### src/common/vdg_params.svh
// register offsets, reset values, field positions and timing counts of the gate and filter bank
`ifndef VDG_PARAMS_SVH
`define VDG_PARAMS_SVH

// register byte offsets
`define VDG_OFS_GAIN_GATE_DELAY   8'h60
`define VDG_OFS_BURST_GATE_DELAY  8'h64
`define VDG_OFS_CONVERTER_IF      8'h68
`define VDG_OFS_EVEN_TIMING       8'h6C
`define VDG_OFS_ODD_TIMING        8'hEC

// reset values
`define VDG_RST_GAIN_GATE_DELAY   8'h68
`define VDG_RST_BURST_GATE_DELAY  8'h5D
`define VDG_RST_CONVERTER_IF      8'h82
`define VDG_RST_TIMING            8'h00
`define VDG_RST_REFERENCE         8'h80

// converter interface fields
`define VDG_CIF_TOP_HI            7
`define VDG_CIF_TOP_LO            6
`define VDG_CIF_RESERVED          5
`define VDG_CIF_GAIN_DISABLE      4
`define VDG_CIF_CLOCK_SLEEP       3
`define VDG_CIF_LUMA_SLEEP        2
`define VDG_CIF_CHROMA_SLEEP      1
`define VDG_CIF_ADAPTIVE          0
`define VDG_CIF_READ_MASK         8'hDF

// timing control fields
`define VDG_VTC_PULSE_WIDTH       7
`define VDG_VTC_TAPS_HI           2
`define VDG_VTC_TAPS_LO           0
`define VDG_VTC_READ_MASK         8'h87

// timing
`define VDG_CLK_MHZ               250
`define VDG_RECOVERY_S            1
`define VDG_RECOVERY_CYCLES       (`VDG_RECOVERY_S * `VDG_CLK_MHZ * 1000000)
`define VDG_HORIZONTAL_RESET_PULSE_WIDE           64
`define VDG_HORIZONTAL_RESET_PULSE_NARROW         32

`endif

### src/common/vdg_pkg.sv
// types shared by the gate and filter bank
package vdg_pkg;

  typedef logic [7:0] vdg_byte_t;

  // vertical filter tap codes
  typedef enum logic [2:0] {
    VDG_TAP_INTERP      = 3'h0,
    VDG_TAP_P2_INTERP   = 3'h1,
    VDG_TAP_P3_INTERP   = 3'h2,
    VDG_TAP_P4_INTERP   = 3'h3,
    VDG_TAP_2           = 3'h4,
    VDG_TAP_3           = 3'h5,
    VDG_TAP_4           = 3'h6,
    VDG_TAP_5           = 3'h7
  } vdg_taps_t;

  // horizontal reset pulse sequencer
  typedef enum logic {
    VDG_HR_IDLE,
    VDG_HR_PULSE
  } vdg_hr_state_t;

endpackage : vdg_pkg

### src/design/vdg_vfilter.sv
// binomial vertical prefilter with interpolation flag for one column of line samples
`timescale 1ns/10ps
`default_nettype none

module vdg_vfilter
  import vdg_pkg::*;
#(
  parameter int DW = 8
) (
  input  wire logic            sys_clk,
  input  wire logic            srst,
  input  wire logic [2:0]      tap_code,
  input  wire logic [4:0][DW-1:0] col_samples,
  input  wire logic            col_valid,
  output logic      [DW-1:0]   filt_data,
  output logic                 filt_valid,
  output logic                 filt_interpolate
);

  localparam int SW = DW + 4;

  logic [4:0][SW-1:0] wide;
  logic [SW-1:0]      sum2;
  logic [SW-1:0]      sum3;
  logic [SW-1:0]      sum4;
  logic [SW-1:0]      sum5;
  logic [DW-1:0]      next_data;
  logic               next_interp;
  vdg_taps_t          code;

  // zero-extend every tap so the weighted sums never wrap
  genvar gi;
  generate
    for (gi = 0; gi < 5; gi++) begin : g_wide
      assign wide[gi] = {{(SW-DW){1'b0}}, col_samples[gi]};
    end
  endgenerate

  // binomial sums, weights 1-1, 1-2-1, 1-3-3-1, 1-4-6-4-1
  assign code = vdg_taps_t'(tap_code);
  assign sum2 = wide[0] + wide[1];
  assign sum3 = wide[0] + (wide[1] << 1) + wide[2];
  assign sum4 = wide[0] + (wide[1] * SW'(3)) + (wide[2] * SW'(3)) + wide[3];
  assign sum5 = wide[0] + (wide[1] << 2) + (wide[2] * SW'(6)) + (wide[3] << 2) + wide[4];

  // tap selection and scaling by the weight total
  always_comb begin
    next_data   = col_samples[0];
    next_interp = 1'b0;
    unique case (code)
      VDG_TAP_INTERP: begin
        next_data   = col_samples[0];
        next_interp = 1'b1;
      end
      VDG_TAP_P2_INTERP: begin
        next_data   = sum2[DW:1];
        next_interp = 1'b1;
      end
      VDG_TAP_P3_INTERP: begin
        next_data   = sum3[DW+1:2];
        next_interp = 1'b1;
      end
      VDG_TAP_P4_INTERP: begin
        next_data   = sum4[DW+2:3];
        next_interp = 1'b1;
      end
      VDG_TAP_2: next_data = sum2[DW:1];
      VDG_TAP_3: next_data = sum3[DW+1:2];
      VDG_TAP_4: next_data = sum4[DW+2:3];
      VDG_TAP_5: next_data = sum5[DW+3:4];
    endcase
  end

  // result register, one cycle behind the column
  always_ff @(posedge sys_clk) begin
    if (srst) begin
      filt_data        <= '0;
      filt_valid       <= 1'b0;
      filt_interpolate <= 1'b0;
    end else begin
      filt_valid <= col_valid;
      if (col_valid) begin
        filt_data        <= next_data;
        filt_interpolate <= next_interp;
      end
    end
  end

endmodule : vdg_vfilter

`default_nettype wire

### src/design/vdg_gate_ctrl.sv
// gate delay, converter interface and per-field timing control bank of the video front end
`timescale 1ns/10ps
`default_nettype none
`include "vdg_params.svh"

module vdg_gate_ctrl
  import vdg_pkg::*;
#(
  parameter int DW              = 8,
  parameter int RECOVERY_CYCLES = `VDG_RECOVERY_CYCLES
) (
  input  wire logic               sys_clk,
  input  wire logic               srst,
  input  wire logic               reg_wr,
  input  wire logic               reg_rd,
  input  wire logic [7:0]         reg_addr,
  input  wire logic [7:0]         reg_wdata,
  output logic      [7:0]         reg_rdata,
  output logic                    reg_rdata_valid,
  input  wire logic               line_start,
  input  wire logic               field_start,
  input  wire logic               field_odd,
  input  wire logic               luma_overflow,
  input  wire logic               chroma_overflow,
  input  wire logic [4:0][DW-1:0] col_samples,
  input  wire logic               col_valid,
  output logic                    gain_gate,
  output logic                    burst_gate,
  output logic      [7:0]         converter_reference_output,
  output logic                    converter_reference_output_en,
  output logic                    luma_sleep,
  output logic                    chroma_sleep,
  output logic                    decoder_clock_enable,
  output logic                    video_valid,
  output logic                    horizontal_reset_pulse,
  output logic                    horizontal_pulse_width_select,
  output logic      [2:0]         vertical_filter_taps,
  output logic      [DW-1:0]      filt_data,
  output logic                    filt_valid,
  output logic                    filt_interpolate
);

  localparam int RCW = $clog2(RECOVERY_CYCLES + 1);

  vdg_byte_t     gain_gate_delay;
  vdg_byte_t     burst_gate_delay_reg;
  vdg_byte_t     converter_interface;
  vdg_byte_t     even_field_timing_control;
  vdg_byte_t     odd_field_timing_control;
  vdg_byte_t     active_timing;
  logic [7:0]    line_count;
  logic          line_run;
  logic [6:0]    hr_count;
  vdg_hr_state_t hr_state;
  logic [RCW-1:0] recovery_count;

  // register decode
  logic      hit_gain;
  logic      hit_burst;
  logic      hit_cif;
  logic      hit_even;
  logic      hit_odd;
  vdg_byte_t next_rdata;

  assign hit_gain  = (reg_addr == `VDG_OFS_GAIN_GATE_DELAY);
  assign hit_burst = (reg_addr == `VDG_OFS_BURST_GATE_DELAY);
  assign hit_cif   = (reg_addr == `VDG_OFS_CONVERTER_IF);
  assign hit_even  = (reg_addr == `VDG_OFS_EVEN_TIMING);
  assign hit_odd   = (reg_addr == `VDG_OFS_ODD_TIMING);

  // read mux; reserved bits read zero, unmapped offsets read zero
  assign next_rdata =
      hit_gain  ? gain_gate_delay :
      hit_burst ? burst_gate_delay_reg :
      hit_cif   ? (converter_interface & `VDG_CIF_READ_MASK) :
      hit_even  ? (even_field_timing_control & `VDG_VTC_READ_MASK) :
      hit_odd   ? (odd_field_timing_control & `VDG_VTC_READ_MASK) :
      8'h00;

  // decoded control bits
  logic clock_sleep;
  logic gain_disable;
  logic adaptive_gain;
  logic decoder_run;
  logic any_overflow;

  assign clock_sleep   = converter_interface[`VDG_CIF_CLOCK_SLEEP];
  assign gain_disable  = converter_interface[`VDG_CIF_GAIN_DISABLE];
  assign adaptive_gain = converter_interface[`VDG_CIF_ADAPTIVE];
  // decoder logic halts but the register port does not
  assign decoder_run   = ~clock_sleep;
  assign any_overflow  = luma_overflow | chroma_overflow;

  // register port: reads answer one cycle later, never gated by sleep
  always_ff @(posedge sys_clk) begin
    if (srst) begin
      reg_rdata       <= 8'h00;
      reg_rdata_valid <= 1'b0;
    end else begin
      reg_rdata_valid <= reg_rd;
      if (reg_rd) begin
        reg_rdata <= next_rdata;
      end
    end
  end

  always_ff @(posedge sys_clk) begin
    if (srst) begin
      gain_gate_delay <= `VDG_RST_GAIN_GATE_DELAY;
    end else if (reg_wr && hit_gain) begin
      gain_gate_delay <= reg_wdata;
    end
  end

  always_ff @(posedge sys_clk) begin
    if (srst) begin
      burst_gate_delay_reg <= `VDG_RST_BURST_GATE_DELAY;
    end else if (reg_wr && hit_burst) begin
      burst_gate_delay_reg <= reg_wdata;
    end
  end

  // converter interface storage; reserved bit kept at zero
  always_ff @(posedge sys_clk) begin
    if (srst) begin
      converter_interface <= `VDG_RST_CONVERTER_IF;
    end else if (reg_wr && hit_cif) begin
      // bit 5 dropped even if software writes it
      converter_interface <= reg_wdata & `VDG_CIF_READ_MASK;
    end
  end

  always_ff @(posedge sys_clk) begin
    if (srst) begin
      even_field_timing_control <= `VDG_RST_TIMING;
      odd_field_timing_control  <= `VDG_RST_TIMING;
    end else if (reg_wr) begin
      // bits 6 to 3 never stored
      if (hit_even) begin
        even_field_timing_control <= reg_wdata & `VDG_VTC_READ_MASK;
      end
      if (hit_odd) begin
        odd_field_timing_control <= reg_wdata & `VDG_VTC_READ_MASK;
      end
    end
  end

  // copy picked at field start so settings hold for the whole field
  always_ff @(posedge sys_clk) begin
    if (srst) begin
      active_timing <= `VDG_RST_TIMING;
    end else if (field_start && decoder_run) begin
      active_timing <= field_odd ? odd_field_timing_control : even_field_timing_control;
    end
  end

  // control outputs taken from the active copy
  assign horizontal_pulse_width_select = active_timing[`VDG_VTC_PULSE_WIDTH];
  assign vertical_filter_taps          = active_timing[`VDG_VTC_TAPS_HI:`VDG_VTC_TAPS_LO];

  // luma sleep is the stored bit
  assign luma_sleep   = converter_interface[`VDG_CIF_LUMA_SLEEP];
  // chroma sleep is the stored bit, set at reset
  assign chroma_sleep = converter_interface[`VDG_CIF_CHROMA_SLEEP];

  // sample counter from line start; saturates so a late gate never wraps
  always_ff @(posedge sys_clk) begin
    if (srst) begin
      line_count <= 8'h00;
      line_run   <= 1'b0;
    end else if (!decoder_run) begin
      line_run <= 1'b0;
    end else if (line_start) begin
      line_count <= 8'h00;
      line_run   <= 1'b1;
    end else if (line_run) begin
      if (line_count == 8'hFF) begin
        line_run <= 1'b0;
      end else begin
        line_count <= line_count + 8'h01;
      end
    end
  end

  // gate strobes, one cycle each
  logic next_gain_gate;
  logic next_burst_gate;

  assign next_gain_gate  = decoder_run && line_run && (line_count == gain_gate_delay);
  assign next_burst_gate = decoder_run && line_run && (line_count == burst_gate_delay_reg);

  always_ff @(posedge sys_clk) begin
    if (srst) begin
      gain_gate  <= 1'b0;
      burst_gate <= 1'b0;
    end else begin
      gain_gate  <= next_gain_gate;
      burst_gate <= next_burst_gate;
    end
  end

  // horizontal reset pulse length
  logic [6:0] hr_width;
  // 64 cycles when bit 7 clear, 32 when set
  assign hr_width = horizontal_pulse_width_select ? 7'(`VDG_HORIZONTAL_RESET_PULSE_NARROW)
                                                  : 7'(`VDG_HORIZONTAL_RESET_PULSE_WIDE);

  // pulse sequencer; a new line start during a pulse restarts it
  always_ff @(posedge sys_clk) begin
    if (srst) begin
      hr_state               <= VDG_HR_IDLE;
      hr_count               <= 7'h00;
      horizontal_reset_pulse <= 1'b0;
    end else if (!decoder_run) begin
      hr_state               <= VDG_HR_IDLE;
      horizontal_reset_pulse <= 1'b0;
    end else if (line_start) begin
      hr_state               <= VDG_HR_PULSE;
      hr_count               <= hr_width - 7'h01;
      horizontal_reset_pulse <= 1'b1;
    end else begin
      unique case (hr_state)
        VDG_HR_IDLE: begin
          horizontal_reset_pulse <= 1'b0;
        end
        VDG_HR_PULSE: begin
          if (hr_count == 7'h00) begin
            hr_state               <= VDG_HR_IDLE;
            horizontal_reset_pulse <= 1'b0;
          end else begin
            hr_count <= hr_count - 7'h01;
          end
        end
      endcase
    end
  end

  // adaptive gain steps the reference up on overflow, saturating
  always_ff @(posedge sys_clk) begin
    if (srst) begin
      converter_reference_output <= `VDG_RST_REFERENCE;
    end else if (!adaptive_gain || gain_disable) begin
      converter_reference_output <= `VDG_RST_REFERENCE;
    end else if (decoder_run && any_overflow && converter_reference_output != 8'hFF) begin
      converter_reference_output <= converter_reference_output + 8'h01;
    end
  end

  // reference driven while the gain disable bit is clear
  always_ff @(posedge sys_clk) begin
    if (srst) begin
      converter_reference_output_en <= 1'b0;
    end else begin
      converter_reference_output_en <= ~gain_disable;
    end
  end

  // clock enable follows the sleep bit
  always_ff @(posedge sys_clk) begin
    if (srst) begin
      decoder_clock_enable <= 1'b0;
    end else begin
      decoder_clock_enable <= ~clock_sleep;
    end
  end

  // recovery interval after waking before video is valid
  always_ff @(posedge sys_clk) begin
    if (srst) begin
      recovery_count <= '0;
      video_valid    <= 1'b0;
    end else if (clock_sleep) begin
      recovery_count <= '0;
      video_valid    <= 1'b0;
    end else if (recovery_count == RCW'(RECOVERY_CYCLES - 1)) begin
      video_valid <= 1'b1;
    end else begin
      recovery_count <= recovery_count + RCW'(1);
    end
  end

  // vertical filter uses the active tap code
  vdg_vfilter #(
    .DW (DW)
  ) u_vfilter (
    .sys_clk          (sys_clk),
    .srst             (srst),
    .tap_code         (vertical_filter_taps),
    .col_samples      (col_samples),
    .col_valid        (col_valid),
    .filt_data        (filt_data),
    .filt_valid       (filt_valid),
    .filt_interpolate (filt_interpolate)
  );

endmodule : vdg_gate_ctrl

`default_nettype wire

### config.mk
export PLATFORM = sky130hd
export DESIGN_NAME = vdg_gate_ctrl
export DESIGN_NICKNAME = d
export VERILOG_FILES = /design/src/common/vdg_pkg.sv /design/src/design/vdg_vfilter.sv /design/src/design/vdg_gate_ctrl.sv
export VERILOG_INCLUDE_DIRS = /design/src /design/src/common
export SDC_FILE = /design/constraint.sdc
export NUM_CORES = 1
export LEC_CHECK = 0
export BUFFER_PORTS_ARGS = -buffer_cell sky130_fd_sc_hd__clkbuf_2
export CAP_MARGIN = 25
export CORE_UTILIZATION = 51
export CTS_CLUSTER_DIAMETER = 80
export CTS_CLUSTER_SIZE = 14
export DETAILED_ROUTE_END_ITERATION = 6
export GPL_TIMING_DRIVEN = 0
export PLACE_DENSITY = 0.79
export SETUP_SLACK_MARGIN = 0.3
export SYNTH_ARGS = -nofsm -noshare
export SYNTH_HDL_FRONTEND = slang
export SYNTH_HIERARCHICAL = 1
export SYNTH_SLANG_ARGS = --single-unit
### constraint.sdc
create_clock -name sys_clk -period 8.65 [get_ports sys_clk]
set_clock_uncertainty 0.15 [all_clocks]
set_input_delay 2.595 -clock sys_clk [delete_from_list [all_inputs] [get_ports sys_clk]]
set_output_delay 2.595 -clock sys_clk [all_outputs]
set_load 0.05 [all_outputs]
==> results.toml <==
[pwr]
leakage_nw = 4.57
cell_internal_pwr_mw = 1.29
power.total_mw = 2.04
seqPwrFrac_pct = 26.7
vdd_drop_max_uv = 156
combPwrFrac_pct = 39.6
clockPowerShare_pct = 33.6
power.share.switching_pct = 36.6
power_density_mw_per_mm2 = 203
switching_power_mw = 0.746

[setup_path]
r2r_setup_slack_ns = 6.33
ff2ff_path_depth = 6
start_kind = "input port"
reg2reg_from = "converter_interface[3]"
worstPathArrival_ns = 6.76
crit_start = "col_samples[17]"
crit_required_ns = 8.81
critPathKind = "in -> reg"
critPathCaptureType = "flip-flop"
crit_fanout = 9

[route]
avgViaCountPerCell = 5.51
drcViolationCount = 0
wl_microns = 20400
wire_per_inst_microns = 14.9
ant_nets = 0
detail_route.iter0.violations = 399
drt-pass1-iter-count = 5
dr_total_vias = 7555

[global_routing]
grt_pass1_wl_microns = 33200
grt_max_degree = 17
antenna_found_initial = 0
grt_pass1_vias = 6973
grtUsageTotal_pct = 23.8
globalRouteOverflowTotal = 0

[logic_synthesis]
yosysSeqAreaShare_pct = 26.2
syn_area_sq_mm = 0.00865
yosys_register_bits = 113
synth_top_cell_by_area = "dfxtp_1"
synthCells = 1019
synth_edf_count = 0
synthTopCellsByArea = "dfxtp_1 26%, fa_1 14%, ha_1 7.5%"
async_reset_ff_share_pct = 0
synth_top_cell_area_share_pct = 26.2
synth_ff_type = "dfxtp_1"
syn_nets = 1199
synthDistinctLibCells = 69
avgSynthCellArea_sq_um = 8.49
yosys_warnings = 6

[sta]
final-max-slew-violation-count = 0
tns_ns = 0
fin_crit_ns = 6.61
max_freq_mhz = 151
hold_violations = 0
setup_slack_ns = 2.04
relSlewSlack_pct = 37.8
setup_viol = 0
rsz0062_at_grt = "false"
worst_pin_slew_ns = 0.926
fin_crit_sh_pct = 76.4

[clock_network]
cts_buffer_depth = 2
cts-root-buf = "clkbuf_16"
cts_tree = "yes"
cts-htree-levels = 4
clk_pin_slew_ns = 0.06
cts_sinks = 113
post_cts_buffers = 0
cts-hold-fix-buffers = 0
clkLatencyLatePin_ns = 0.42
cts_resized = 0
cts_inserted_buffers = 17

[die]
die_h_microns = 132
io_pins = 105
core_area_sq_mm = 0.0166
die_w_microns = 132
rows = 47
initial_core_util_pct = 52.1
dieArea_sq_mm = 0.0175

[run_status]
outcome = "finished, final reports clean"

[hold_path]
hold_class = "reg -> reg"
whs_path_depth = 2
hold_start = "reg_rdata[0]"

[layout]
stdcell_area_sq_mm = 0.0100
drive_gt1_share_pct = 14.1
fill_cells = 1489
regMostFlops = "recovery_count"
diodes = 0
syn2layout_area_growth_pct = 15.8
num-nets-final = 1320
largest_reg_flops = 28

[placed_design]
numPortBuffers = 102
gp_congestion = 0.931
place_hpwl_microns = 16000
dpl_cell_area_sq_mm = 0.00943
dpl_worst_slack_ns = 1.65

[flow_run]
max_cap_viol_count = 0
[worst max-delay path: stages]
cell and delay, ns:
clkbuf_2 0.18, ha_1 0.26, fa_1 0.41, a21oi_1 0.16
nor2_1 0.06, nor2_1 0.16, nor2b_1 0.07, o21ai_0 0.17
nand2b_1 0.12, xnor2_1 0.19, fa_1 0.44, ha_1 0.31
ha_1 0.31, ha_1 0.29, buf_2 0.17, a21oi_1 0.18
o22ai_1 0.16, a211oi_1 0.25, nand4_1 0.12, o21a_1 0.18
[cells in the final DEF, fill, tap and decap left out, types with 7 or more instances in the layout]
cell         n
nor3_1      21
clkbuf_2   102
mux2i_1     36
or3_1       11
inv_1      131
o22ai_1      8
fa_1        62
a21o_1       8
nor2_1     112
nand3_1     32
o21a_1       7
nand2_1     69
nand2b_1    13
nor4_1       7
xor2_1      33
clkbuf_1    20
xnor2_1     36
o21ai_0     39
ha_1        52
clkbuf_16   17
and3_1       9
dfxtp_1    113
a211oi_1    20
nand4_1     17
a21oi_1     59
[stage by stage]
stage	cells	utilization, %	hold slack (ns)
final	1372	60.4	0.303
after global routing	1372	60.4	0.319
after CTS	1372	60.4	0.305
after detailed placement	1341	56.9	0.295
after global placement	1341	56.9	0.282
after floorplan	1019	-	0.243
[layer usage]
layer | global-route usage (%) | routed length [microns] | vias to the layer above
li1 | - | - | 3701
met1 | 30.1 | 8930 | 3574
met2 | 39.7 | 9820 | 232
met3 | 3.96 | 996 | 48
met4 | 10.9 | 639 | 0
met5 | 0 | 0 | -
[cell usage after synthesis (7+ instances only)]
master,instances
nand4_1,17
o21ai_0,39
nor3_1,21
nor2_1,112
nor4_1,7
a211oi_1,20
and3_1,9
dfxtp_1,113
nand2b_1,13
o22ai_1,8
nand2_1,69
mux2i_1,36
xnor2_1,36
fa_1,62
inv_1,131
ha_1,52
xor2_1,33
o21a_1,7
a21o_1,8
clkbuf_1,19
nand3_1,32
a21oi_1,59
or3_1,11
[power by group through the flow]
| stage | combinational, mW | sequential, mW | clock, mW |
|---|---|---|---|
| 4_1_cts | 0.805 | 0.544 | 0.693 |
| 2_1_floorplan | 0.583 | 0.575 | 0 |
| 3_3_place_gp | 0.780 | 0.555 | 0 |
| 3_5_place_dp | 0.797 | 0.555 | 0 |
| 5_1_grt | 0.911 | 0.546 | 0.717 |
| 6_report | 0.807 | 0.545 | 0.685 |
[final timing paths]
check	endpoint
setup / recovery	u_vfilter/filt_data[5]
hold / removal	reg_rdata[0]
setup reg to reg	recovery_count[17]
hold reg to reg	reg_rdata[0]
[layout make-up]
| type | instances | area [sq um] | area share [%] |
|---|---|---|---|
| clock inverters | 12 | 134 | 1.34 |
| clock buffers | 19 | 443 | 4.43 |
| well taps | 220 | 275 | 2.75 |
| plain buffers | 33 | 165 | 1.65 |
| inverters | 133 | 499 | 4.99 |
| flip-flops and latches | 113 | 2260 | 22.6 |
| repair buffers | 102 | 510 | 5.10 |
| multi-input cells | 740 | 5720 | 57.2 |
[logic make-up (layout without fill, tap and decap cells)]
logic type / Yosys count / in the layout / synth area share, %
fa+ha+maj: 114 / 114 / 21.9
flops: 113 / 113 / 26.2
buf+inv: 166 / 299 / 7.68
mux: 40 / 40 / 4.82
xor+xnor: 69 / 69 / 6.99
compound gates: 192 / 192 / 14.0
simple gates: 325 / 325 / 18.4
No activity file was read; power rests on OpenSTA's default activity.
